**src/hw/prt_pkg.sv**
```systemverilog
// Constants shared by the temperature result path
package prt_pkg;
	// ==========================================================
	// Widths and slot count
	localparam int unsigned WORD_W    = 16;
	localparam int unsigned NUM_SLOTS = 8;
	localparam int unsigned SLOT_W    = 3;
	localparam int unsigned CNT_W     = 5;

	// ==========================================================
	// Command bytes (register addresses)
	localparam logic [7:0] CMD_SLOT_LAST = 8'h07;
	localparam logic [7:0] CMD_MAX       = 8'h08;
	localparam logic [7:0] CMD_MAX_ADDR  = 8'h0a;
	localparam logic [7:0] CMD_MAIN_CFG  = 8'h0c;
	localparam logic [7:0] CMD_OFFSET    = 8'h0e;
	localparam logic [7:0] CMD_AVG       = 8'h0f;

	// ==========================================================
	// Reset values and field positions
	localparam logic [15:0] MAIN_CFG_RST = 16'h00a5;
	localparam logic [15:0] OFFSET_RST   = 16'h0000;
	localparam logic [7:0]  AVG_RST      = 8'h00;
	localparam int unsigned ALT_BIT      = 6;
	localparam int unsigned EN_LSB       = 8;
	localparam int unsigned SIGN_BIT     = 15;
	localparam int unsigned ONE_DEG_BIT  = 6;

	// ==========================================================
	// Error codes and the unmapped read value
	localparam logic [6:0]  ERR_TOP      = 7'h40;
	localparam logic [15:0] ERR_RETRY    = 16'h8100;
	localparam logic [15:0] ERR_DISABLED = 16'h8101;
	localparam logic [15:0] ERR_NO_POLL  = 16'h8102;
	localparam logic [15:0] ERR_NO_MAX   = 16'h8103;
	localparam logic [15:0] UNMAPPED_RD  = 16'h0000;

	// ==========================================================
	// Assembler states
	typedef enum logic [2:0] {
		PRT_IDLE  = 3'b001,
		PRT_SHIFT = 3'b010,
		PRT_STORE = 3'b100
	} prt_state_t;
endpackage : prt_pkg

```
**src/hw/prt_result_path.sv**
```systemverilog
// Temperature result path: assembly, averaging, offset, format, maximum
// Functional notes
// RULE1 - Add offset to non-error results
// RULE2 - Offset uses currently selected data format
// RULE3 - Averaging control: count 7:0, upper zero
// RULE4 - Average blends fresh reading by shift fraction
// RULE5 - Zero shift count disables averaging
// RULE6 - Internal words: 16-bit, 1/64 degree steps
// RULE7 - Main config bit 6 selects alternate
// RULE8 - Alternate: sign, bits 12..6, sign-filled
// RULE9 - Error codes skip alternate conversion
// RULE10 - Alternate valid result is signed byte
// RULE11 - Error codes keep high byte 80h/81h
// RULE12 - Reading assembled from PECI LSB first
// RULE13 - Word: low byte LSBs, high MSBs
// RULE14 - Commands 0..7 read socket/domain slots
// RULE15 - Command 08h gives signed enabled maximum
// RULE16 - Maximum carries no source information
// RULE17 - Only error detection interprets CPU data
// RULE18 - Error codes 8000h..81FFh, slot codes defined
// RULE19 - 8103h when no maximum exists
// RULE20 - Command 0Ah returns last maximum slot
// RULE21 - Average, then offset, then format; alternate byte here is formed before the offset is added
// RULE22 - First valid reading loads average directly
`timescale 1ns/1ps
`default_nettype none
module prt_result_path
	import prt_pkg::*;
(
	input  wire logic              sys_clk,
	input  wire logic              sys_rst,
	// PECI engine side (same clock)
	input  wire logic              peci_start,
	input  wire logic [SLOT_W-1:0] peci_slot,
	input  wire logic              peci_bit_valid,
	input  wire logic              peci_bit,
	input  wire logic              peci_fail,
	// Command side (I2C framing lives outside)
	input  wire logic              cmd_valid,
	input  wire logic              cmd_write,
	input  wire logic [7:0]        cmd_code,
	input  wire logic [WORD_W-1:0] cmd_wdata,
	output var  logic              rsp_valid,
	output var  logic [WORD_W-1:0] rsp_data,
	output var  logic [7:0]        slot_enable,
	output var  logic              assembler_busy
);

	// ==========================================================
	// Helper functions
	// Error code window 8000h..81FFh
	function automatic logic is_err(input logic [WORD_W-1:0] w);
		is_err = (w[15:9] == ERR_TOP); // RULE18 RULE17
	endfunction : is_err

	// ==========================================================
	// Storage
	prt_state_t        state;                  // Assembler state
	logic [WORD_W-1:0] shift_word;             // Word being assembled
	logic [CNT_W-1:0]  bit_cnt;                // Bits taken so far
	logic [SLOT_W-1:0] cur_slot;               // Slot being polled
	logic [WORD_W-1:0] slot_temp [NUM_SLOTS];  // Averaged words
	logic [NUM_SLOTS-1:0] primed;              // Average holds a valid
	logic [WORD_W-1:0] main_cfg;               // Main configuration
	logic [WORD_W-1:0] offset_reg;             // Temperature offset
	logic [7:0]        avg_shift;              // Averaging shift count
	logic [WORD_W-1:0] max_addr;               // Last maximum slot
	logic              max_called;             // Last maximum read found one

	// ==========================================================
	// Assembler: shift LSB first, 16 bits per reading
	wire bits_full = (bit_cnt == CNT_W'(WORD_W));
	wire take_bit  = (state == PRT_SHIFT) && peci_bit_valid && !bits_full;
	wire take_fail = (state != PRT_STORE) && peci_fail;
	prt_state_t next_state;

	always_comb begin
		next_state = state;
		unique case (state)
			PRT_IDLE: begin
				if (peci_start) begin
					next_state = PRT_SHIFT;
				end
			end
			PRT_SHIFT: begin
				if (take_fail) begin
					next_state = PRT_IDLE; // Abandon partial word
				end else if (bits_full) begin
					next_state = PRT_STORE;
				end
			end
			PRT_STORE: begin
				next_state = PRT_IDLE;
			end
		endcase
	end

	// State and bit counter
	always_ff @(posedge sys_clk or posedge sys_rst) begin
		if (sys_rst) begin
			state   <= PRT_IDLE;
			bit_cnt <= '0;
		end else begin
			state <= next_state;
			if (state == PRT_IDLE) begin
				bit_cnt <= '0;
			end else if (take_bit) begin
				bit_cnt <= bit_cnt + CNT_W'(1);
			end
		end
	end

	// Data shift and slot latch
	always_ff @(posedge sys_clk or posedge sys_rst) begin
		if (sys_rst) begin
			shift_word <= '0;
			cur_slot   <= '0;
		end else begin
			if (state == PRT_IDLE && peci_start) begin
				cur_slot <= peci_slot;
			end
			if (take_bit) begin
				shift_word <= {peci_bit, shift_word[15:1]}; // RULE12
			end
		end
	end

	// ==========================================================
	// Averaging on the stored 16-bit words
	wire [WORD_W-1:0] old_word = slot_temp[cur_slot];
	wire signed [16:0] avg_diff = $signed({shift_word[15], shift_word})
		- $signed({old_word[15], old_word});
	// Low bits drop out of the step; accepted loss of resolution
	wire signed [16:0] avg_step = avg_diff >>> avg_shift; // RULE4
	wire [WORD_W-1:0] avg_word = old_word + avg_step[15:0];
	// Fresh word bypasses blending when off, unprimed or an error
	wire load_direct = (avg_shift == AVG_RST) || !primed[cur_slot]
		|| is_err(shift_word) || is_err(old_word); // RULE5 RULE22
	wire [WORD_W-1:0] next_temp = load_direct ? shift_word : avg_word;
	wire store_now = (state == PRT_STORE);

	// Slot words restart as "first poll pending"
	always_ff @(posedge sys_clk or posedge sys_rst) begin
		if (sys_rst) begin
			for (int i = 0; i < NUM_SLOTS; i++) begin
				slot_temp[i] <= ERR_NO_POLL; // RULE18
			end
			primed <= '0;
		end else if (store_now) begin
			slot_temp[cur_slot] <= next_temp; // RULE6 RULE21
			primed[cur_slot]    <= !is_err(shift_word); // RULE22
		end else if (take_fail) begin
			slot_temp[cur_slot] <= ERR_RETRY; // RULE18
			primed[cur_slot]    <= 1'b0;
		end
	end

	// ==========================================================
	// Readout: offset on 16-bit words; alternate byte formed first, then offset added
	wire alt_fmt = main_cfg[ALT_BIT]; // RULE7
	wire [NUM_SLOTS-1:0] en_mask = main_cfg[EN_LSB +: NUM_SLOTS];
	logic [WORD_W-1:0] slot_res [NUM_SLOTS];

	genvar g;
	generate
		for (g = 0; g < NUM_SLOTS; g++) begin : g_res
			wire [WORD_W-1:0] raw = slot_temp[g];
			wire [WORD_W-1:0] sum16 = raw + offset_reg; // RULE1
			// Alternate byte: sign then whole-degree bits
			wire [7:0] alt_lo = {raw[SIGN_BIT], raw[12:ONE_DEG_BIT]}; // RULE8
			// Offset read in the alternate units when selected
			wire [7:0] sum8 = alt_lo + offset_reg[7:0]; // RULE2
			wire [WORD_W-1:0] alt_word = {{8{sum8[7]}}, sum8}; // RULE10
			wire [WORD_W-1:0] fmt = alt_fmt ? alt_word : sum16;
			assign slot_res[g] = !en_mask[g] ? ERR_DISABLED
				: is_err(raw) ? raw : fmt; // RULE9 RULE11
		end
	endgenerate

	// ==========================================================
	// Signed maximum over enabled, non-error slots
	logic [WORD_W-1:0] max_val;
	logic [WORD_W-1:0] max_idx;
	logic              max_found;

	always_comb begin
		max_val   = ERR_NO_MAX;
		max_idx   = ERR_NO_MAX;
		max_found = 1'b0;
		for (int i = 0; i < NUM_SLOTS; i++) begin
			if (!is_err(slot_res[i]) && (!max_found
				|| $signed(slot_res[i]) > $signed(max_val))) begin
				max_val   = slot_res[i]; // RULE15 RULE16
				max_idx   = WORD_W'(i);
				max_found = 1'b1;
			end
		end
	end

	// ==========================================================
	// Command decode
	wire rd_req    = cmd_valid && !cmd_write;
	wire wr_req    = cmd_valid && cmd_write;
	wire is_slot   = (cmd_code <= CMD_SLOT_LAST);
	wire is_max    = (cmd_code == CMD_MAX);
	wire [WORD_W-1:0] addr_word = max_called ? max_addr : ERR_NO_MAX;
	wire [WORD_W-1:0] next_rsp =
		is_slot ? slot_res[cmd_code[SLOT_W-1:0]] : // RULE14 RULE13
		is_max ? (max_found ? max_val : ERR_NO_MAX) : // RULE19
		(cmd_code == CMD_MAX_ADDR) ? addr_word : // RULE20 RULE19
		(cmd_code == CMD_MAIN_CFG) ? main_cfg :
		(cmd_code == CMD_OFFSET) ? offset_reg :
		(cmd_code == CMD_AVG) ? {8'h00, avg_shift} : // RULE3
		UNMAPPED_RD;

	// Configuration writes; reserved averaging bits are not kept
	always_ff @(posedge sys_clk or posedge sys_rst) begin
		if (sys_rst) begin
			main_cfg   <= MAIN_CFG_RST;
			offset_reg <= OFFSET_RST;
			avg_shift  <= AVG_RST; // RULE3
		end else if (wr_req) begin
			if (cmd_code == CMD_MAIN_CFG) begin
				main_cfg <= cmd_wdata;
			end
			if (cmd_code == CMD_OFFSET) begin
				offset_reg <= cmd_wdata;
			end
			if (cmd_code == CMD_AVG) begin
				avg_shift <= cmd_wdata[7:0]; // RULE3
			end
		end
	end

	// Maximum read remembers its source; error maximum forgets it
	always_ff @(posedge sys_clk or posedge sys_rst) begin
		if (sys_rst) begin
			max_addr   <= ERR_NO_MAX;
			max_called <= 1'b0;
		end else if (rd_req && is_max) begin
			max_addr   <= max_idx; // RULE20
			max_called <= max_found; // RULE19
		end
	end

	// Registered answer, one cycle after the request
	always_ff @(posedge sys_clk or posedge sys_rst) begin
		if (sys_rst) begin
			rsp_valid      <= 1'b0;
			rsp_data       <= '0;
			slot_enable    <= '0;
			assembler_busy <= 1'b0;
		end else begin
			rsp_valid      <= rd_req;
			slot_enable    <= en_mask;
			assembler_busy <= (next_state != PRT_IDLE);
			if (rd_req) begin
				rsp_data <= next_rsp;
			end
		end
	end
endmodule : prt_result_path
`default_nettype wire

```
**config.mk**
```make
export PLATFORM = sky130hd
export DESIGN_NAME = prt_result_path
export DESIGN_NICKNAME = d
export VERILOG_FILES = /design/src/hw/prt_pkg.sv /design/src/hw/prt_result_path.sv
export SDC_FILE = /design/constraint.sdc
export NUM_CORES = 2
export LEC_CHECK = 0
export BUFFER_PORTS_ARGS = -buffer_cell sky130_fd_sc_hd__buf_2
export CORE_MARGIN = 2
export CORE_UTILIZATION = 60
export CTS_CLUSTER_DIAMETER = 50
export DETAILED_ROUTE_END_ITERATION = 6
export PLACE_DENSITY = 0.77
export SYNTH_ARGS = -nofsm -noshare
export SYNTH_HDL_FRONTEND = slang
export SYNTH_SLANG_ARGS = --single-unit
```
**constraint.sdc**
```tcl
create_clock -name sys_clk -period 23.8 [get_ports sys_clk]
set_input_delay 1.19 -clock sys_clk [delete_from_list [all_inputs] [get_ports sys_clk]]
set_output_delay 1.19 -clock sys_clk [all_outputs]
set_load 0.01 [all_outputs]
```
# --- Word level (Yosys, flattened, before mapping) ---
# Index checks and enable logic that the tools add are counted.
totals:
  register_bits: 246
  latchBits: 0
  mem_bits_rw: 0
  rom_bits: 0
  in_bits: 35
  elab_cells: 221
  memories: 0
classes:
  addsub: 19
  n_mul: 0
  div_mod_pow: 0
  n_lt_le_gt_ge: 13
  n_eq_ne: 29
  n_shift: 1
  n_mux: 81
  n_bitwise: 7
  reduce_logical: 49
ops:
  columns: ["op", "n"]
  rows:
  - ["2-to-1 mux 16 bit", 53]
  - ["2-to-1 mux 128 bit", 2]
  - ["adder 16 bit", 9]
  - ["bitwise mux 128 bit", 1]
  - ["equality test 7 bit (second input constant)", 18]
  - ["bitwise AND 112 bit", 1]
  - ["> comparator 16 bit", 7]
  - ["inverter 112 bit", 1]
  - ["binary-select mux 16 bit (select 3 bit)", 2]
  - ["adder 8 bit", 8]
  - ["demux 16 bit (select 3 bit)", 1]
  - ["equality test 8 x 4 -> 1 bit (second input constant)", 5]
  - ["2-to-1 mux 8 bit", 3]
  - ["logical NOT 1 bit", 17]
  - [">>> shifter 17 x 8 -> 16 bit", 1]
  - ["subtractor 16 x 16 -> 17 bit", 1]
  - ["logical AND 1 bit", 16]
  - ["bitwise OR 16 bit", 1]
  - ["logical OR 1 bit", 10]
  - ["2-to-1 mux 1 bit", 10]
  - ["2-to-1 mux 5 bit", 2]
  - ["2-to-1 mux 3 bit", 3]
  - ["case mux 3 bit (3 select lines)", 1]
  - ["bitwise AND 8 bit", 1]
  - ["other kinds (20)", 25]

# --- Longest topological paths before layout ---
depth:
  ltp_word: 37
  ltp_mapped: 97

# --- Worst setup path before layout ---
# OpenSTA, ideal clock, no wires.
synth_path:
  kind: "reg-to-reg"
  from: "reg offset_reg[1]"
  to: "reg rsp_data[10]"
  t_arrival_ps: 19207
  path_slack_ps: 4511
  stages_incl_launch_ff: 91
  path_buffers: 5
  period_less_slack_ps: 19289
  cell_sequence: "dfrtp_1 > inv_1 > fa_1 > nand2b_1 > a21o_1 > a2111oi_0 > o21ai_0 > a22oi_4 > and4bb_2 > o21ai_0 > and2_1 > ha_1 > a21oi_1 > nor2_1 > a2111oi_0 > o21ai_0 > o31ai_1 > nand2_1 > [... 55 more ...] > o21a_1 > o21a_1 > o21a_1 > o21a_1 > o21ai_1 > clkbuf_1 > nand3_1 > o21a_1 > ha_1 > a21o_1 > a2111oi_0 > nand3_1 > o21ai_0 > a21oi_1 > a211oi_1 > inv_1 > a311o_1 > a31oi_1"
synth_via:
  elab_chain_cells: 37
  word_cells_on_any_way: 104
synth_rtl:
  columns: ["item", "line_no", "text"]
  rows:
  - ["start, declared", "prt_result_path.sv:65", "logic [WORD_W-1:0] offset_reg;"]
  - ["start signal, assigned", "prt_result_path.sv:227", "offset_reg <= cmd_wdata;"]
  - ["adder 16 bit / adder 8 bit (equally long branches)", "prt_result_path.sv:168, prt_result_path.sv:172", null]
  - ["2-to-1 mux 16 bit", "prt_result_path.sv:174", "wire [WORD_W-1:0] fmt = alt_fmt ? alt_word : sum16;"]
  - ["2-to-1 mux 16 bit", "prt_result_path.sv:176", ": is_err(raw) ? raw : fmt;"]
  - ["2-to-1 mux 16 bit", "prt_result_path.sv:175", "assign slot_res[g] = !en_mask[g] ? ERR_DISABLED"]
  - ["equality test 7 bit", "prt_result_path.sv:53", "is_err = (w[15:9] == ERR_TOP);"]
  - ["2-to-1 mux 16 bit", "prt_result_path.sv:191", "if (!is_err(slot_res[i]) && (!max_found"]
  - ["> comparator 16 bit", "prt_result_path.sv:192", "|| $signed(slot_res[i]) > $signed(max_val))) begin"]
  - ["logical OR 1 bit", "prt_result_path.sv:192", null]
  - ["[... 20 more ...]", null, null]
  - ["logical AND 1 bit", "prt_result_path.sv:191", null]
  - ["2-to-1 mux 16 bit / 2-to-1 mux 1 bit (equally long branches)", "prt_result_path.sv:191", null]
  - ["> comparator 16 bit / logical NOT 1 bit (equally long branches)", "prt_result_path.sv:192, prt_result_path.sv:191", null]
  - ["logical OR 1 bit", "prt_result_path.sv:192", null]
  - ["logical AND 1 bit", "prt_result_path.sv:191", null]
  - ["2-to-1 mux 16 bit / 2-to-1 mux 1 bit (equally long branches)", "prt_result_path.sv:191", null]
  - ["2-to-1 mux 16 bit (2 in a row)", "prt_result_path.sv:209", "is_max ? (max_found ? max_val : ERR_NO_MAX) :"]
  - ["2-to-1 mux 16 bit (*)", "prt_result_path.sv:208", "is_slot ? slot_res[cmd_code[SLOT_W-1:0]] :"]
  - ["end signal, assigned", "prt_result_path.sv:258", "rsp_data <= next_rsp;"]
  - ["end, declared", "prt_result_path.sv:44", "output var logic [WORD_W-1:0] rsp_data,"]
# Mark *: on every way between the ends. The rest lies on a longest branch, timed or not. The select of a mux whose other input is x is not followed.
# A chain may end at the register's enable or synchronous reset.

# --- Worst setup path in the final report ---
# Ends and elaborated chain as after synthesis.

==> flow_summary.html <==
<table>
<tr><th>Metric</th><th>Value</th></tr>
<tr><th colspan="2">Outcome</th></tr>
<tr><td>Outcome</td><td>finished, violations left</td></tr>
<tr><td>Violations in the final reports</td><td>design-rule violations, max-capacitance violations, max-slew violations</td></tr>
<tr><th colspan="2">Die</th></tr>
<tr><td>Starting Density</td><td>between 60% and 70%</td></tr>
<tr><td>Y dimension of the die</td><td>about 220 µm</td></tr>
<tr><td>Die area</td><td>50,300 µm²</td></tr>
<tr><td>Die span in x</td><td>between 200 and 250 µm</td></tr>
<tr><td>Core area</td><td>about 48,000 µm²</td></tr>
<tr><td># rows</td><td>80</td></tr>
<tr><td>Top-level I/O count</td><td>approximately 60</td></tr>
<tr><th colspan="2">Critical path</th></tr>
<tr><td>Endpoint of the most critical register-to-register path</td><td>rsp_data[10]</td></tr>
<tr><td>Crit path max fanout</td><td>19</td></tr>
<tr><td>WP data required</td><td>~24 ns</td></tr>
<tr><td>Crit path capture type</td><td>register</td></tr>
<tr><td>R2r startpoint</td><td>offset_reg[1]</td></tr>
<tr><td>Worst Reg2Reg Path Length in Cells</td><td>between 80 and 90</td></tr>
<tr><td>Cell occurring most often along the worst timing path</td><td>sky130_fd_sc_hd__o21a_1</td></tr>
<tr><td>CP max-delay cell</td><td>sky130_fd_sc_hd__dfrtp_2</td></tr>
<tr><td>Critical Path Max Stage Delay</td><td>approximately 0.73 ns</td></tr>
<tr><td>Setup slack of the worst register-to-register path</td><td>approximately 1.6 ns</td></tr>
<tr><td>Worst setup path startpoint</td><td>offset_reg[1]</td></tr>
<tr><td>Critical Path Source Type</td><td>register</td></tr>
<tr><td>Kind of critical path</td><td>register to register</td></tr>
<tr><td>Data arrival time at the worst-slack endpoint</td><td>between 20 and 25 ns</td></tr>
<tr><td>End point of the critical path</td><td>rsp_data[10]</td></tr>
<tr><th colspan="2">Timing</th></tr>
<tr><td>Largest clock skew in the final design</td><td>between 0.03 and 0.04 ns</td></tr>
<tr><td>Actual slew at the worst max-slew pin</td><td>approximately 1.5 ns</td></tr>
<tr><td>Setup slack of the critical path after layout</td><td>roughly 1.6 ns</td></tr>
<tr><td>Final Cycle Share</td><td>93.2%</td></tr>
<tr><td>Hold violation total from the final report</td><td>0</td></tr>
<tr><td>Max_slew headroom</td><td>-0.249%</td></tr>
<tr><td>Minimum clock period after layout</td><td>22.19 ns</td></tr>
<tr><td>Max frequency</td><td>45.1 MHz</td></tr>
<tr><td>Max Transition Viols Final</td><td>1</td></tr>
<tr><td>RSZ-0062 raised after global routing</td><td>no</td></tr>
<tr><td>Final TNS setup</td><td>0 ns</td></tr>
<tr><td>Final count of negative-setup-slack endpoints</td><td>0</td></tr>
<tr><th colspan="2">Synthesis</th></tr>
<tr><td>Average instance area after synthesis</td><td>between 8 and 9 µm²</td></tr>
<tr><td>Cell types with the largest area share after synthesis</td><td>sky130_fd_sc_hd__dfrtp_1, sky130_fd_sc_hd__ha_1, sky130_fd_sc_hd__o21ai_0</td></tr>
<tr><td>Distinct cells, synth</td><td>100</td></tr>
<tr><td>Post-synthesis sequential area ratio</td><td>about 20%</td></tr>
<tr><td>Post-synth EDFFs</td><td>0</td></tr>
<tr><td>Area fraction of the dominant cell type after synthesis</td><td>about 17%</td></tr>
<tr><td>Most frequent cell after synthesis</td><td>sky130_fd_sc_hd__nand2_1</td></tr>
<tr><td>Count of synthesis-stage warnings from yosys</td><td>0</td></tr>
<tr><td>Ys async rst share</td><td>100%</td></tr>
<tr><td>Most area-hungry cell type in the Yosys netlist</td><td>sky130_fd_sc_hd__dfrtp_1</td></tr>
<tr><td>Syn Std Cell Area</td><td>just under 30,000 µm²</td></tr>
<tr><td>Mapped Nets</td><td>roughly 4,000</td></tr>
<tr><td>Top cells by instance count after synthesis</td><td>sky130_fd_sc_hd__nand2_1, sky130_fd_sc_hd__ha_1, sky130_fd_sc_hd__o21ai_0</td></tr>
<tr><td>FF+latch count, synth</td><td>around 230</td></tr>
<tr><td>Top flip-flop cell by instance count after synthesis</td><td>sky130_fd_sc_hd__dfrtp_1</td></tr>
<tr><td>Gate count after technology mapping</td><td>around 3,600</td></tr>
<tr><th colspan="2">Final layout</th></tr>
<tr><td>Area grow syn2layout</td><td>7.93%</td></tr>
<tr><td>Largest register FFs</td><td>around 130</td></tr>
<tr><td>NumNets Final</td><td>about 4,000</td></tr>
<tr><td>Share of final-layout standard cells stronger than drive strength 1</td><td>10.2%</td></tr>
<tr><th colspan="2">Routing</th></tr>
<tr><td>Final ANT Viol Nets</td><td>0</td></tr>
<tr><td>Final routed wirelength across all metal layers</td><td>between 100 and 150 mm</td></tr>
<tr><td>Mean number of vias per cell</td><td>7.60</td></tr>
<tr><td>DRC violation count after routing</td><td>1</td></tr>
<tr><td>Via count</td><td>32,525</td></tr>
<tr><td>Routed wire per std cell</td><td>~30 µm</td></tr>
<tr><td>Violation count after the first detailed-routing iteration</td><td>around 4,700</td></tr>
<tr><td>Number of iterations in the first detailed-routing pass</td><td>7</td></tr>
<tr><th colspan="2">Clock network</th></tr>
<tr><td>Cell at the root of the clock tree</td><td>sky130_fd_sc_hd__clkbuf_16</td></tr>
<tr><td>Reg clk slew, reported paths</td><td>~0.07 ns</td></tr>
<tr><td>Clock latency of the later-clocked register in the worst-skew pair</td><td>approximately 0.6 ns</td></tr>
<tr><td>Number of sinks driven by the clock tree</td><td>roughly 230</td></tr>
<tr><td>Bufs on Longest Clock Path</td><td>3</td></tr>
<tr><td>Clock tree from TritonCTS</td><td>done</td></tr>
<tr><td>Depth of the CTS H-tree</td><td>2</td></tr>
<tr><td>Setup Buffers After CTS</td><td>0</td></tr>
<tr><td>Number of clock buffers inserted by TritonCTS</td><td>38</td></tr>
<tr><th colspan="2">Global route</th></tr>
<tr><td>Initial antenna violation count</td><td>2</td></tr>
<tr><td>Gr busiest metal</td><td>met2</td></tr>
<tr><td>Via count of the first global-routing pass</td><td>30,718</td></tr>
<tr><td>Grt met1 use</td><td>a little over 60%</td></tr>
<tr><td>Leftover overflow at the end of global routing</td><td>0</td></tr>
<tr><td>Global-route usage over all layers</td><td>49.8%</td></tr>
<tr><td>Met3 Usage GRT</td><td>roughly 18%</td></tr>
<tr><td>Met2 track demand over resource</td><td>between 70 and 80%</td></tr>
<tr><td>Largest net degree at the start of global routing</td><td>110</td></tr>
<tr><td>Wire length of the first global-routing pass</td><td>approximately 190 mm</td></tr>
<tr><th colspan="2">Pwr</th></tr>
<tr><td>Leak Pwr</td><td>14.9 nW</td></tr>
<tr><td>Clock power frac</td><td>roughly a fifth</td></tr>
<tr><td>Part of the power in combinational logic</td><td>57.1%</td></tr>
<tr><td>Power per standard cell area</td><td>between 90 and 100 nW/µm²</td></tr>
<tr><td>Switching power</td><td>about 1.5 mW</td></tr>
<tr><td>Power share of the sequential group</td><td>~22%</td></tr>
<tr><td>Internal Power</td><td>roughly 1.4 mW</td></tr>
<tr><td>Share of total power consumed by net switching</td><td>about half</td></tr>
<tr><td>Largest voltage drop on the vdd net</td><td>~0.00016 V</td></tr>
<tr><th colspan="2">Placement</th></tr>
<tr><td>Port Buf Inserts</td><td>60</td></tr>
<tr><td>Post-placement setup slack</td><td>roughly 1.3 ns</td></tr>
<tr><td>DP HPWL</td><td>between 90 and 100 mm</td></tr>
<tr><td>Final weighted congestion in routability-driven placement</td><td>roughly 1.1</td></tr>
<tr><th colspan="2">Min path</th></tr>
<tr><td>Hold WC Path Type</td><td>register to register</td></tr>
<tr><th colspan="2">Run</th></tr>
<tr><td>Max-capacitance violation count</td><td>1</td></tr>
</table>
## cells in the final DEF (no fill, tap or decap), drive strengths merged, types with 59 or more instances in the layout
master / count
nand2: 389
o21ai: 337
ha: 321
a21oi: 249
nor2: 230
dfrtp: 202
inv: 154
buf: 119
a21o: 111
xnor2: 80
nor3: 78
nand3: 73
a22oi: 73
o211ai: 72
mux2i: 71
xor2: 64
a211oi: 63
o21a: 59
## final cells by class
type | count | area (µm²)
diodes | 2 | 5.00
clock buffers | 42 | 986
clock inverters | 28 | 373
fillers | 3957 | 16400
inverters | 142 | 541
multi-input cells | 3100 | 22100
flip-flops and latches | 234 | 5900
well taps | 615 | 769
repair buffers | 119 | 743
## what timing repair did
action                     in CTS  in global routing
resized for setup               0                  6
setup endpoints to repair       0                 18
hold buffers                    0                  0
## layer usage
| metal | wire [µm] | vias to the layer above |
|---|---|---|
| met5 | 18 | - |
| met4 | 12000 | 2 |
| met3 | 19100 | 783 |
| met2 | 51900 | 2702 |
| met1 | 45100 | 15191 |
| li1 | - | 13847 |
## metrics by stage
| step | util [%] | total power [mW] | cell area [µm²] | instances | hold slack [ns] |
|---|---|---|---|---|---|
| after detailed placement | 62.8 | 2.21 | 30100 | 4210 | 0.496 |
| after floorplan | - | 1.76 | 29100 | 3639 | 0.386 |
| after CTS | 65.6 | 2.82 | 31400 | 4280 | 0.511 |
| after global routing | 65.7 | 3.05 | 31400 | 4281 | 0.526 |
| after global placement | 62.8 | 2.15 | 30100 | 4210 | 0.488 |
| final | 65.7 | 2.92 | 31400 | 4282 | 0.507 |
## worst min path at each step
stage,start,endpoint,slack [ns],cells past startpoint
final,max_addr[8],max_addr[8],0.51,2
after global routing,main_cfg[3],main_cfg[3],0.53,1
after CTS,max_addr[8],max_addr[8],0.51,2
after detailed placement,primed[6],primed[6],0.50,1
after global placement,primed[2],primed[2],0.49,1
after floorplan,main_cfg[10],slot_enable[2],0.39,0
## worst max-delay path, delay by kind of cell (launching register included)
family / cells / cell delay [ns]
AO/OA/AOI/OAI: 59 / 15.01
adder cells (fa/ha/maj): 8 / 2.54
AND/OR/NAND/NOR: 14 / 2.38
buffers and inverters: 4 / 0.84
flip-flops: 1 / 0.73
multiplexers: 2 / 0.56
## logic make-up (layout without fill, tap and decap cells)
kind of cell	count (synthesis)	after routing	share of synthesized area [%]
AO/OA/AOI/OAI	1365	1365	31.5
XOR/XNOR	144	144	4.33
adder cells (fa/ha/maj)	339	339	15.0
buffers and inverters	305	331	4.04
flip-flops	234	234	20.2
multiplexers	154	154	6.73
other	0	2	0
AND/OR/NAND/NOR	1098	1098	18.1
## power groups by stage
stage                     Clock [mW]  Combinational (mW)  Sequential [mW]
after floorplan                    0                1.20            0.556
after global placement             0                1.51            0.634
after detailed placement           0                1.57            0.640
after CTS                      0.593                1.60            0.634
after global routing           0.608                1.79            0.649
final                          0.597                1.67            0.653
(Power assumes the default switching activity.)
